[src/hdl/dac_dem_dither_offset_regs.vh]
// Register map, field positions, reset values and limits of the
// element-matching, dither and offset control block.
// Assumes a byte-wide register port with a 12-bit byte address.
`ifndef DAC_DEM_DITHER_OFFSET_REGS_VH
`define DAC_DEM_DITHER_OFFSET_REGS_VH

// ----------------------------------------------------------------
// Register offsets
// ----------------------------------------------------------------
`define ADDR_MATCH_ADJUST 12'h0727
`define ADDR_MATCH_DITHER 12'h0729
`define ADDR_OFS0_LO 12'h072a
`define ADDR_OFS0_HI 12'h072b
`define ADDR_OFS1_LO 12'h072c
`define ADDR_OFS1_HI 12'h072d
`define ADDR_STATUS 12'h072e

// ----------------------------------------------------------------
// Reset values
// ----------------------------------------------------------------
`define RST_MATCH_ADJUST 8'h11
`define RST_MATCH_DITHER 8'h00
`define RST_OFS 16'h0000

// ----------------------------------------------------------------
// Field positions
// ----------------------------------------------------------------
`define ADJ_CH1_HI 7
`define ADJ_CH1_LO 4
`define ADJ_CH0_HI 3
`define ADJ_CH0_LO 0
`define MODE_B_HI 7
`define MODE_B_LO 6
`define MODE_A_HI 5
`define MODE_A_LO 4
`define NOISE_B_HI 3
`define NOISE_B_LO 2
`define NOISE_A_HI 1
`define NOISE_A_LO 0
`define OFS_VAL_HI 12
`define OFS_W 13

// ----------------------------------------------------------------
// Encodings and limits
// ----------------------------------------------------------------
`define MATCH_SE_INDEP 2'h0
`define MATCH_DE_INDEP 2'h1
`define MATCH_DATA_DEP 2'h2
`define MATCH_OFF 2'h3
`define NOISE_SE 2'h0
`define NOISE_DE 2'h1
`define NOISE_OFF 2'h3
`define ADJ_MAX_VALID 4'h3
`define OFS_LIM_DITHER 13'h0080
`define OFS_LIM_PLAIN 13'h0f80

`endif

[src/hdl/dac_dem_dither_offset_ctrl.v]
// Element-matching, dither and offset control for converter channels A and B.
// Assumes a byte register port, one clock, inputs synchronous to sys_clk,
// and a sample stream carrying one sample per channel per transfer.
//
// Added by the designer: the strobed register port.
`timescale 1ns/1ps
`default_nettype none
`include "dac_dem_dither_offset_regs.vh"

module dac_dem_dither_offset_ctrl #(
	parameter SAMPLE_W = 16,
	parameter FIFO_DEPTH = 4,
	parameter FIFO_PTR_W = 2
) (
	input wire sys_clk,
	input wire sys_rst,
	input wire [11:0] reg_addr,
	input wire [7:0] reg_wdata,
	input wire reg_write,
	input wire reg_read,
	output wire [7:0] reg_rdata,
	input wire datapath_enable,
	input wire offset_change_block,
	input wire in_valid,
	output wire in_ready,
	input wire [SAMPLE_W-1:0] in_sample_a,
	input wire [SAMPLE_W-1:0] in_sample_b,
	output wire out_valid,
	input wire out_ready,
	output wire [SAMPLE_W-1:0] out_sample_a,
	output wire [SAMPLE_W-1:0] out_sample_b,
	output wire [1:0] match_mode_a,
	output wire [1:0] match_mode_b,
	output wire [1:0] match_adjust_a,
	output wire [1:0] match_adjust_b,
	output wire match_adjust_on_a,
	output wire match_adjust_on_b,
	output wire [1:0] noise_mode_a,
	output wire [1:0] noise_mode_b
);

	// ----------------------------------------------------------------
	// Functions
	// ----------------------------------------------------------------
	// Limit an offset to the range allowed by the noise setting
	function [`OFS_W-1:0] clamp_ofs;
		input [`OFS_W-1:0] ofs;
		input [1:0] noise;
		reg [`OFS_W-1:0] lim;
		reg [`OFS_W-1:0] neg_lim;
		begin
			if (noise == `NOISE_OFF)
				lim = `OFS_LIM_PLAIN;
			else
				lim = `OFS_LIM_DITHER;
			neg_lim = ~lim + 1'b1;
			if ($signed(ofs) > $signed(lim))
				clamp_ofs = lim;
			else if ($signed(ofs) < $signed(neg_lim))
				clamp_ofs = neg_lim;
			else
				clamp_ofs = ofs;
		end
	endfunction

	// Add a sign-extended offset to a sample with saturation
	function [SAMPLE_W-1:0] add_sat;
		input [SAMPLE_W-1:0] smp;
		input [`OFS_W-1:0] ofs;
		reg [SAMPLE_W:0] sum;
		begin
			sum = {smp[SAMPLE_W-1], smp} + {{(SAMPLE_W+1-`OFS_W){ofs[`OFS_W-1]}}, ofs};
			if (sum[SAMPLE_W] != sum[SAMPLE_W-1])
				add_sat = {sum[SAMPLE_W], {(SAMPLE_W-1){~sum[SAMPLE_W]}}};
			else
				add_sat = sum[SAMPLE_W-1:0];
		end
	endfunction

	// Adjust value passed on only in single-edge data-independent mode
	function [2:0] eff_adjust;
		input [3:0] adj;
		input [1:0] mode;
		begin
			if (mode == `MATCH_SE_INDEP && adj <= `ADJ_MAX_VALID)
				eff_adjust = {1'b1, adj[1:0]};
			else
				eff_adjust = 3'h0;
		end
	endfunction

	// ----------------------------------------------------------------
	// Address decode
	// ----------------------------------------------------------------
	// One select per byte address, used by the read path and, all but sel_status, by the write path
	wire sel_adjust;
	wire sel_dither;
	wire sel_ofs0_lo;
	wire sel_ofs0_hi;
	wire sel_ofs1_lo;
	wire sel_ofs1_hi;
	wire sel_status;

	assign sel_adjust = (reg_addr == `ADDR_MATCH_ADJUST);
	assign sel_dither = (reg_addr == `ADDR_MATCH_DITHER);
	assign sel_ofs0_lo = (reg_addr == `ADDR_OFS0_LO);
	assign sel_ofs0_hi = (reg_addr == `ADDR_OFS0_HI);
	assign sel_ofs1_lo = (reg_addr == `ADDR_OFS1_LO);
	assign sel_ofs1_hi = (reg_addr == `ADDR_OFS1_HI);
	assign sel_status = (reg_addr == `ADDR_STATUS);

	// ----------------------------------------------------------------
	// Register file
	// ----------------------------------------------------------------
	// Programmed registers
	reg [7:0] adjust_reg;
	reg [7:0] dither_reg;
	reg [15:0] ofs0_reg;
	reg [15:0] ofs1_reg;

	// Offsets as seen by the datapath
	reg [`OFS_W-1:0] live_ofs0_reg;
	reg [`OFS_W-1:0] live_ofs1_reg;

	// Read path
	reg [7:0] rdata_reg;
	reg [7:0] rdata_next;
	wire [7:0] status_byte;

	// Control outputs and datapath
	reg [2:0] eff_a_reg;
	reg [2:0] eff_b_reg;
	wire [FIFO_PTR_W:0] fifo_level;
	wire [`OFS_W-1:0] clamped_a;
	wire [`OFS_W-1:0] clamped_b;
	wire clamp_hit_a;
	wire clamp_hit_b;

	always @(posedge sys_clk) begin
		if (sys_rst)
			adjust_reg <= `RST_MATCH_ADJUST;
		else if (reg_write && sel_adjust)
			adjust_reg <= reg_wdata;
	end

	always @(posedge sys_clk) begin
		if (sys_rst)
			dither_reg <= `RST_MATCH_DITHER;
		else if (reg_write && sel_dither)
			dither_reg <= reg_wdata;
	end

	// Channel 0 low byte first, channel 1 two bytes above
	always @(posedge sys_clk) begin
		if (sys_rst) begin
			ofs0_reg <= `RST_OFS;
		end else if (reg_write) begin
			if (sel_ofs0_lo)
				ofs0_reg[7:0] <= reg_wdata;
			if (sel_ofs0_hi)
				ofs0_reg[15:8] <= reg_wdata;
		end
	end

	always @(posedge sys_clk) begin
		if (sys_rst) begin
			ofs1_reg <= `RST_OFS;
		end else if (reg_write) begin
			if (sel_ofs1_lo)
				ofs1_reg[7:0] <= reg_wdata;
			if (sel_ofs1_hi)
				ofs1_reg[15:8] <= reg_wdata;
		end
	end

	// Programmed offsets reach the datapath only while changes are not blocked,
	// so a two-byte update lands in one step when the block is lifted
	always @(posedge sys_clk) begin
		if (sys_rst) begin
			live_ofs0_reg <= {`OFS_W{1'b0}};
			live_ofs1_reg <= {`OFS_W{1'b0}};
		end else if (!offset_change_block) begin
			live_ofs0_reg <= ofs0_reg[`OFS_VAL_HI:0];
			live_ofs1_reg <= ofs1_reg[`OFS_VAL_HI:0];
		end
	end

	// Status: datapath state, block state, clamp activity and FIFO fill
	assign status_byte = {datapath_enable, offset_change_block, clamp_hit_b, clamp_hit_a,
		{(4-FIFO_PTR_W-1){1'b0}}, fifo_level};

	// Read data stand in the cycle after the strobe only
	always @* begin
		rdata_next = 8'h00;
		if (reg_read) begin
			if (sel_adjust)
				rdata_next = adjust_reg;
			if (sel_dither)
				rdata_next = dither_reg;
			if (sel_ofs0_lo)
				rdata_next = ofs0_reg[7:0];
			if (sel_ofs0_hi)
				rdata_next = ofs0_reg[15:8];
			if (sel_ofs1_lo)
				rdata_next = ofs1_reg[7:0];
			if (sel_ofs1_hi)
				rdata_next = ofs1_reg[15:8];
			if (sel_status)
				rdata_next = status_byte;
		end
	end

	always @(posedge sys_clk) begin
		if (sys_rst)
			rdata_reg <= 8'h00;
		else
			rdata_reg <= rdata_next;
	end

	assign reg_rdata = rdata_reg;

	// ----------------------------------------------------------------
	// Converter control outputs
	// ----------------------------------------------------------------
	// Effective adjust, zero unless the channel is single-edge independent
	always @(posedge sys_clk) begin
		if (sys_rst)
			eff_a_reg <= 3'h0;
		else
			eff_a_reg <= eff_adjust(adjust_reg[`ADJ_CH0_HI:`ADJ_CH0_LO],
				dither_reg[`MODE_A_HI:`MODE_A_LO]);
	end

	always @(posedge sys_clk) begin
		if (sys_rst)
			eff_b_reg <= 3'h0;
		else
			eff_b_reg <= eff_adjust(adjust_reg[`ADJ_CH1_HI:`ADJ_CH1_LO],
				dither_reg[`MODE_B_HI:`MODE_B_LO]);
	end

	assign match_mode_b = dither_reg[`MODE_B_HI:`MODE_B_LO];
	assign match_mode_a = dither_reg[`MODE_A_HI:`MODE_A_LO];
	assign noise_mode_b = dither_reg[`NOISE_B_HI:`NOISE_B_LO];
	assign noise_mode_a = dither_reg[`NOISE_A_HI:`NOISE_A_LO];
	assign match_adjust_a = eff_a_reg[1:0];
	assign match_adjust_b = eff_b_reg[1:0];
	assign match_adjust_on_a = eff_a_reg[2];
	assign match_adjust_on_b = eff_b_reg[2];

	// ----------------------------------------------------------------
	// Offset datapath
	// ----------------------------------------------------------------
	// Limit picked from the live noise field at each sample
	assign clamped_a = clamp_ofs(live_ofs0_reg, noise_mode_a);
	assign clamped_b = clamp_ofs(live_ofs1_reg, noise_mode_b);
	assign clamp_hit_a = (clamped_a != live_ofs0_reg);
	assign clamp_hit_b = (clamped_b != live_ofs1_reg);

	wire [2*SAMPLE_W-1:0] fifo_in_data;
	wire [2*SAMPLE_W-1:0] fifo_out_data;
	wire [SAMPLE_W-1:0] sum_a;
	wire [SAMPLE_W-1:0] sum_b;

	// Each channel saturates on its own before the pair is queued
	assign sum_a = add_sat(in_sample_a, clamped_a);
	assign sum_b = add_sat(in_sample_b, clamped_b);
	assign fifo_in_data = {sum_b, sum_a};
	assign out_sample_a = fifo_out_data[SAMPLE_W-1:0];
	assign out_sample_b = fifo_out_data[2*SAMPLE_W-1:SAMPLE_W];

	sample_fifo #(
		.WIDTH(2*SAMPLE_W),
		.DEPTH(FIFO_DEPTH),
		.PTR_W(FIFO_PTR_W)
	) u_fifo (
		.sys_clk(sys_clk),
		.sys_rst(sys_rst),
		.in_valid(in_valid),
		.in_ready(in_ready),
		.in_data(fifo_in_data),
		.out_valid(out_valid),
		.out_ready(out_ready),
		.out_data(fifo_out_data),
		.level(fifo_level)
	);

endmodule // dac_dem_dither_offset_ctrl

`default_nettype wire

[src/hdl/sample_fifo.v]
// Small synchronous FIFO of flip-flops with valid/ready on both sides.
// Assumes one clock and a synchronous active-high reset.
`timescale 1ns/1ps
`default_nettype none

module sample_fifo #(
	parameter WIDTH = 32,
	parameter DEPTH = 4,
	parameter PTR_W = 2
) (
	input wire sys_clk,
	input wire sys_rst,
	input wire in_valid,
	output wire in_ready,
	input wire [WIDTH-1:0] in_data,
	output wire out_valid,
	input wire out_ready,
	output wire [WIDTH-1:0] out_data,
	output wire [PTR_W:0] level
);

	reg [WIDTH-1:0] mem [0:DEPTH-1];
	reg [PTR_W-1:0] wr_ptr_reg;
	reg [PTR_W-1:0] rd_ptr_reg;
	reg [PTR_W:0] count_reg;
	wire push;
	wire pop;

	assign in_ready = (count_reg != DEPTH[PTR_W:0]);
	assign out_valid = (count_reg != {(PTR_W+1){1'b0}});
	assign push = in_valid && in_ready;
	assign pop = out_valid && out_ready;
	assign out_data = mem[rd_ptr_reg];
	assign level = count_reg;

	function [PTR_W-1:0] ptr_inc;
		input [PTR_W-1:0] p;
		begin
			if (p == DEPTH[PTR_W-1:0] - 1'b1)
				ptr_inc = {PTR_W{1'b0}};
			else
				ptr_inc = p + 1'b1;
		end
	endfunction

	always @(posedge sys_clk) begin
		if (push)
			mem[wr_ptr_reg] <= in_data;
	end

	always @(posedge sys_clk) begin
		if (sys_rst) begin
			wr_ptr_reg <= {PTR_W{1'b0}};
			rd_ptr_reg <= {PTR_W{1'b0}};
			count_reg <= {(PTR_W+1){1'b0}};
		end else begin
			if (push)
				wr_ptr_reg <= ptr_inc(wr_ptr_reg);
			if (pop)
				rd_ptr_reg <= ptr_inc(rd_ptr_reg);
			if (push && !pop)
				count_reg <= count_reg + 1'b1;
			else if (pop && !push)
				count_reg <= count_reg - 1'b1;
		end
	end

endmodule // sample_fifo

`default_nettype wire

[config.mk]
export PLATFORM = sky130hd
export DESIGN_NAME = dac_dem_dither_offset_ctrl
export DESIGN_NICKNAME = d
export VERILOG_FILES = /design/src/hdl/dac_dem_dither_offset_ctrl.v /design/src/hdl/sample_fifo.v
export VERILOG_INCLUDE_DIRS = /design/src /design/src/hdl
export SDC_FILE = /design/constraint.sdc
export NUM_CORES = 1
export LEC_CHECK = 0
export ABC_CLOCK_PERIOD_IN_PS = 4300
export BUFFER_PORTS_ARGS = -buffer_cell sky130_fd_sc_hd__buf_2
export CAP_MARGIN = 20
export CORE_ASPECT_RATIO = 0.9
export CORE_UTILIZATION = 50
export DETAILED_ROUTE_END_ITERATION = 8
export PLACE_DENSITY = 0.74
export SLEW_MARGIN = 20
export SYNTH_ARGS = -nofsm -noshare
export SYNTH_HDL_FRONTEND = slang
export SYNTH_SLANG_ARGS = --single-unit
[constraint.sdc]
create_clock -name sys_clk -period 4.3 [get_ports sys_clk]
set_input_delay 0.86 -clock sys_clk [delete_from_list [all_inputs] [get_ports sys_clk]]
set_output_delay 0.86 -clock sys_clk [all_outputs]
set_load 0.02 [all_outputs]
# After elaboration in Yosys (flattened, before gate mapping)
# Memories as Yosys holds them, arrays and structs flattened. A register that Yosys moved wholly into a read port is not among the register bits.
# Cells that the tools add are included.
dict set report op_classes {
  n_mux 25
  eq_ne 16
  n_addsub 8
  reduce_logical 22
  n_bitwise 7
  magnitude_cmp 6
}
# op count
set ops {}
lappend ops {{12-bit by 11-bit == test with 1-bit output, second input constant} 7}
lappend ops {{8-bit 2-to-1 mux} 7}
lappend ops {{13-bit 2-to-1 mux} 4}
lappend ops {{16-bit by 13-bit adder with 17-bit output} 2}
lappend ops {{16-bit 2-to-1 mux} 2}
lappend ops {{13-bit by 1-bit adder with 13-bit output, second input constant} 2}
lappend ops {{13-bit > comparator} 2}
lappend ops {{13-bit < comparator} 2}
lappend ops {{13-bit != test} 2}
lappend ops {{13-bit inverter} 2}
lappend ops {{12-bit 2-to-1 mux} 2}
lappend ops {{3-bit 2-to-1 mux} 4}
lappend ops {{2-bit == test, second input constant} 4}
lappend ops {{4-bit by 2-bit less-or-equal comparator with 1-bit output, second input constant} 2}
lappend ops {{1-bit logical AND} 8}
lappend ops {{2-bit 2-to-1 mux} 4}
lappend ops {{2-bit AND reduction} 4}
lappend ops {{2-bit OR reduction} 3}
lappend ops {{1-bit inverter} 5}
lappend ops {{2-bit by 1-bit adder with 2-bit output, second input constant} 2}
lappend ops {{2-bit logical NOT} 2}
lappend ops {{3-bit by 1-bit adder with 3-bit output, second input constant} 1}
lappend ops {{3-bit != test, second input constant} 1}
lappend ops {{3-bit nonzero test} 1}
lappend ops {{other kinds (6)} 9}
dict set report word_totals {
  output_inout_bits 56
  mem_bits_rw 128
  mem_count 1
  register_bits 95
  inputBits 60
}
# memory words width rd rd_clocked_by_memory_dff write_ports line
set mem_list {}
lappend mem_list {u_fifo.mem 4 32 1 1 1 sample_fifo.v:22} ;# reg [WIDTH-1:0] mem [0:DEPTH-1];

# Longest topological paths before layout
dict set report depth {
  ltp_word 10
  ltp_mapped 22
  ltp_nobuf 21
}

# Hierarchy
# Synthesis repeated with hierarchy kept, for this count alone.
dict set report hier_totals {
  cells_unflattened 999
  area_unflattened_um2 11300.8
}
# mod seq_area_each_um2 area_per_inst_um2 n_inst cells_per_inst
set modules_own_cells {}
lappend modules_own_cells {dac_dem_dither_offset_ctrl 1761.7 6216.0 1 784}
lappend modules_own_cells {sample_fifo 4023.9 5084.9 1 215}

# Worst setup path before layout
# OpenSTA, ideal clock, no wires.
dict set report synth_path {
  path_kind {register to register}
  from {register dither_reg[2]}
  to {memory u_fifo.mem[0][20], data pin}
  required_time_ns 4.081
  path_stages_with_launch 23
  setup_ns 0.219
  slack_ns -0.223
  period_less_slack_ns 4.523
  arrival_ns 4.305
  path_cell_list {dfxtp_1 > nand2_1 > ha_1 > inv_1 > a21oi_1 > o21bai_1 > a21oi_1 > nor2_1 > o21ai_0 > ha_1 > nor2b_1 > and2_1 > ha_1 > inv_1 > fa_1 > nor2b_4 > o31a_1 > o311ai_2 > a31oi_1 > a221o_1 > buf_6 > nor2_4 > o31ai_1}
}
dict set report synth_via {
  elab_chain_cells 10
}
# item line
set synth_lines {}
lappend synth_lines {{from (decl)} dac_dem_dither_offset_ctrl.v:117} ;# reg [7:0] dither_reg;
lappend synth_lines {{from (signal assigned)} dac_dem_dither_offset_ctrl.v:148} ;# dither_reg <= `RST_MATCH_DITHER;
lappend synth_lines {{from (signal assigned)} dac_dem_dither_offset_ctrl.v:150} ;# dither_reg <= reg_wdata;
lappend synth_lines {{2-bit == test (no line) *} -}
lappend synth_lines {{12-bit 2-to-1 mux *} dac_dem_dither_offset_ctrl.v:52} ;# if (noise == `NOISE_OFF)
lappend synth_lines {{13-bit inverter} dac_dem_dither_offset_ctrl.v:56} ;# neg_lim = ~lim + 1'b1;
lappend synth_lines {{13-bit by 1-bit adder with 13-bit output} dac_dem_dither_offset_ctrl.v:56}
lappend synth_lines {{13-bit < comparator} dac_dem_dither_offset_ctrl.v:59} ;# else if ($signed(ofs) < $signed(neg_lim))
lappend synth_lines {{13-bit 2-to-1 mux} dac_dem_dither_offset_ctrl.v:59}
lappend synth_lines {{13-bit 2-to-1 mux *} dac_dem_dither_offset_ctrl.v:57} ;# if ($signed(ofs) > $signed(lim))
lappend synth_lines {{16-bit by 13-bit adder with 17-bit output *} dac_dem_dither_offset_ctrl.v:72} ;# sum = {smp[SAMPLE_W-1], smp} + {{(SAMPLE_W+1-`OFS_W){ofs[`OFS_W-1]}}, ofs};
lappend synth_lines {{1-bit != test / 1-bit inverter (equally long branches)} {dac_dem_dither_offset_ctrl.v:73, dac_dem_dither_offset_ctrl.v:74}}
lappend synth_lines {{16-bit 2-to-1 mux *} dac_dem_dither_offset_ctrl.v:73} ;# if (sum[SAMPLE_W] != sum[SAMPLE_W-1])
lappend synth_lines {{named net sum_b[4]} dac_dem_dither_offset_ctrl.v:263} ;# wire [SAMPLE_W-1:0] sum_b;
lappend synth_lines {{to (decl)} sample_fifo.v:22}
# The timed path passes the listed nets; every way through them passes the cells marked *.

# Worst setup path after layout
dict set report layout_path {
  from {register dither_reg[1]}
  to {memory u_fifo.mem[3][2], data pin}
}
dict set report layout_via {
  elab_chain_cells 10
}
# item line
set layout_lines {}
lappend layout_lines {{2-bit == test (no line) *} -}
lappend layout_lines {{12-bit 2-to-1 mux *} dac_dem_dither_offset_ctrl.v:52}
lappend layout_lines {{13-bit inverter} dac_dem_dither_offset_ctrl.v:56}
lappend layout_lines {{13-bit by 1-bit adder with 13-bit output} dac_dem_dither_offset_ctrl.v:56}
lappend layout_lines {{13-bit < comparator} dac_dem_dither_offset_ctrl.v:59}
lappend layout_lines {{13-bit 2-to-1 mux} dac_dem_dither_offset_ctrl.v:59}
lappend layout_lines {{13-bit 2-to-1 mux *} dac_dem_dither_offset_ctrl.v:57}
lappend layout_lines {{16-bit by 13-bit adder with 17-bit output *} dac_dem_dither_offset_ctrl.v:72}
lappend layout_lines {{1-bit != test / 1-bit inverter (equally long branches)} {dac_dem_dither_offset_ctrl.v:73, dac_dem_dither_offset_ctrl.v:74}}
lappend layout_lines {{16-bit 2-to-1 mux *} dac_dem_dither_offset_ctrl.v:73}
lappend layout_lines {{named net sum_a[2]} dac_dem_dither_offset_ctrl.v:262} ;# wire [SAMPLE_W-1:0] sum_a;
# Marks and branches as above.

==> impl_metrics.toml <==
[cells_and_area]
diodes = 0
area_delta_synth_final_pct = 22.9
nNetsFinal = 1256
multi_input_area_mm2 = 0.00555
fin_cells = 1441
largest_reg_flops = 128
ff_latch_area_mm2 = 0.00579
fillers = 1665
drive_gt1_share_pct = 29.8
post-route-util_pct = 63.0

[logic_synthesis]
synth-seq-area-share_pct = 51.9
synth-edff-count = 128
synth_nets = 1077
netlist_area_mm2 = 0.0112
yosysWarnings = 0
synth.ff_latch_count = 225
synthCells = 954
synthArstFlopShare_pct = 0
synth_cell_type_count = 73
syn_area_per_cell_um2 = 11.7
synth_top_flop_cell = "edfxtp_1"

[worst_hold_path]
min_path_type = "flip-flop to flip-flop"
worstHoldStart = "ofs0_reg[7]"
hold_end = "ofs0_reg[7]"
worstHoldPathCells = 2

[critical_path]
crit_fanout = 7
critPathMaxStageDelay_ps = 400
reg2reg_to = "u_fifo.mem[3][2]"
worstSetupEndpointType = "flip-flop"
regToRegSetupSlack_ps = 120
required_ps = 4640
critPathKind = "flip-flop to flip-flop"
reg2reg_from = "dither_reg[1]"
path_cells = "nand2_4 > ha_1 > inv_1 > a21oi_1 > o21bai_1 > a21oi_1 > nor2_1 > o21ai_2 > ha_4 > nor2b_2 > and2_1 > ha_1 > inv_1 > fa_1 > nand2b_4 > a21oi_2 > o311ai_2 > a21oi_2 > a2bb2oi_4 > nor2_4 > buf_4 > a21oi_4"
reg2regPathDepth = 22
cp_slowest_cell = "fa_1"
arrival_ps = 4530
start_kind = "flip-flop"

[grt]
grt_use_met3_pct = 3.26
use_met2_pct = 36.8
track_usage_pct = 21.9
antenna_found_initial = 0
grt_pass1_wl_mm = 39.7
grt_busiest_layer = "met2"
first_global_vias = 7526
gr-usage-met1_pct = 30.3
grt_max_degree = 48
overflow = 0

[floorplan]
num_rows = 51
core_area_mm2 = 0.0218
fp.dieH_um = 144
fp.dieW_um = 159
ios = 116
initial_utilization_pct = 51.3
die-area_mm2 = 0.0229

[flow_run]
cap_violations = 0

[placement]
io_buffers = 115
pre_cts_ws_ps = -133
place_inst = 1375
dp_hpwl_mm = 17.9
gp_congestion = 0.880

[clock_tree]
cts_max_level = 1
root_buffer = "clkbuf_16"
postCtsHoldBufs = 0
numCtsBuffers = 24
clk_pin_slew_ps = 60
max-clock-path-buffers = 3
cts_tree = "built"
clk_latency_ps = 520
cts.sinks = 225

[sta]
setup_slack_ps = 118
hold_violations = 0
rsz0062_at_grt = "true"
drv_slew = 0
period_minus_slack_ps = 4180
achievable-frequency_ghz = 0.239
max_slew.worst_pin.slew_ps = 962
relSlewSlack_pct = 35.7
setup_viol = 0
fin_crit_sh_pct = 97.3
hold_slack_ps = 473
fin_skew_ps = 18.4

[pwr]
power_density_mw_per_mm2 = 405
ir_drop_uv = 298
p_leak_uw = 0.00543
p_total_uw = 5550

[run_status]
status = "complete, no violations"

[detailed_routing]
via_per_inst = 5.67
wl_mm = 26.5
antenna_left = 0
first_pass_iters = 7
drc = 0
drt_first_iter_violations = 589
wl_per_cell_um = 18.4
via_count = 8171
[cells in the final DEF (no fill, tap or decap), drive strengths merged, types with 10 or more instances in the layout]
cell and n:
nand3 26, dfxtp 97, nand2 81, ha 60
mux4 32, xor2 15, inv 28, a21oi 85
maj3 10, mux2i 61, and2 20, clkbuf 31
nor2 95, o21ai 41, buf 184, nand4 10
edfxtp 128, xnor2 14
[synthesized netlist by cell type (all sizes together), types with 10 or more instances]
library cell  instances  share of area [%]
a21oi                85                3.8
and2                 20                1.1
buf                  11               0.50
clkbuf               22               0.75
dfxtp                97                 17
edfxtp              128                 34
ha                   60                6.7
inv                  26               0.88
maj3                 10               0.95
mux2i                61                5.5
mux4                 32                6.5
nand2                80                2.8
nand3                26                1.2
nand4                10               0.56
nor2                 94                3.3
o21ai                41                1.8
xnor2                14                1.2
xor2                 15                1.2
[worst max-delay path by stage]
stage | slack, ps | endpoint | depth (start not counted) | startpoint
global route | -120 | u_fifo.mem[3][7] | 21 | dither_reg[1]
detailed placement | -130 | u_fifo.mem[3][4] | 21 | dither_reg[1]
finish | 120 | u_fifo.mem[3][2] | 22 | dither_reg[1]
floorplan | 40 | u_fifo.mem[0][3] | 21 | dither_reg[1]
global placement | 40 | u_fifo.mem[2][13] | 21 | dither_reg[1]
CTS | -40 | u_fifo.mem[2][3] | 20 | dither_reg[1]
[power breakdown]
part | leakage (uW) | switching [uW] | total [uW] | internal (uW)
clock | 0.000386 | 822 | 2030 | 1210
combinational | 0.00309 | 576 | 991 | 414
sequential | 0.00196 | 93.3 | 2530 | 2440
total | 0.00543 | 1490 | 5550 | 4060
[cell families after synthesis]
logic type               after synthesis  synth area share, %
AO/OA/AOI/OAI                        192                 10.7
XOR/XNOR                              29                 2.41
adder cells (fa/ha/maj)               73                 8.22
buffers and inverters                 59                 2.13
flip-flops                           225                 51.9
multiplexers                          94                 12.0
AND/OR/NAND/NOR                      282                 12.6
[cell type report]
class | instances | area share (%)
inverter | 26 | 0.712
tap | 291 | 2.66
clock buffer | 31 | 4.80
sequential | 225 | 42.3
timing repair buffer | 184 | 8.18
clock inverter | 12 | 0.913
multi-input combinational | 672 | 40.5
[routing by layer]
metal	up-vias	part of all wire, %	wire length, um
li1	3922	-	-
met1	3918	44	11600
met2	300	48	12800
met3	31	6.5	1710
met4	0	1.4	364
met5	-	0	0
[worst max-delay path: cells and delay by family, from the launching register on]
family,cells,cell delay (ps)
and+or+nand+nor,6,740
adders and majority gates,4,1070
DFF,1,350
AOI/OAI and AO/OA,9,1590
buffers and inverters,3,250
[metrics by stage]
stage | instance area (um^2) | TNS, ps
after floorplan | 11200 | 0
after global placement | 12300 | 0
after detailed placement | 12300 | -3600
after CTS | 13200 | -321
after global routing | 13700 | -5370
final | 13700 | 0
[repair_timing]
action,in CTS,in global routing
setup buffers,1,20
hold endpoints to repair,0,0
pin swaps,4,39
endpoints found under the setup margin,64,128
gates resized for setup,14,84
gates cloned,1,1
No activity file was read; power rests on OpenSTA's default activity.
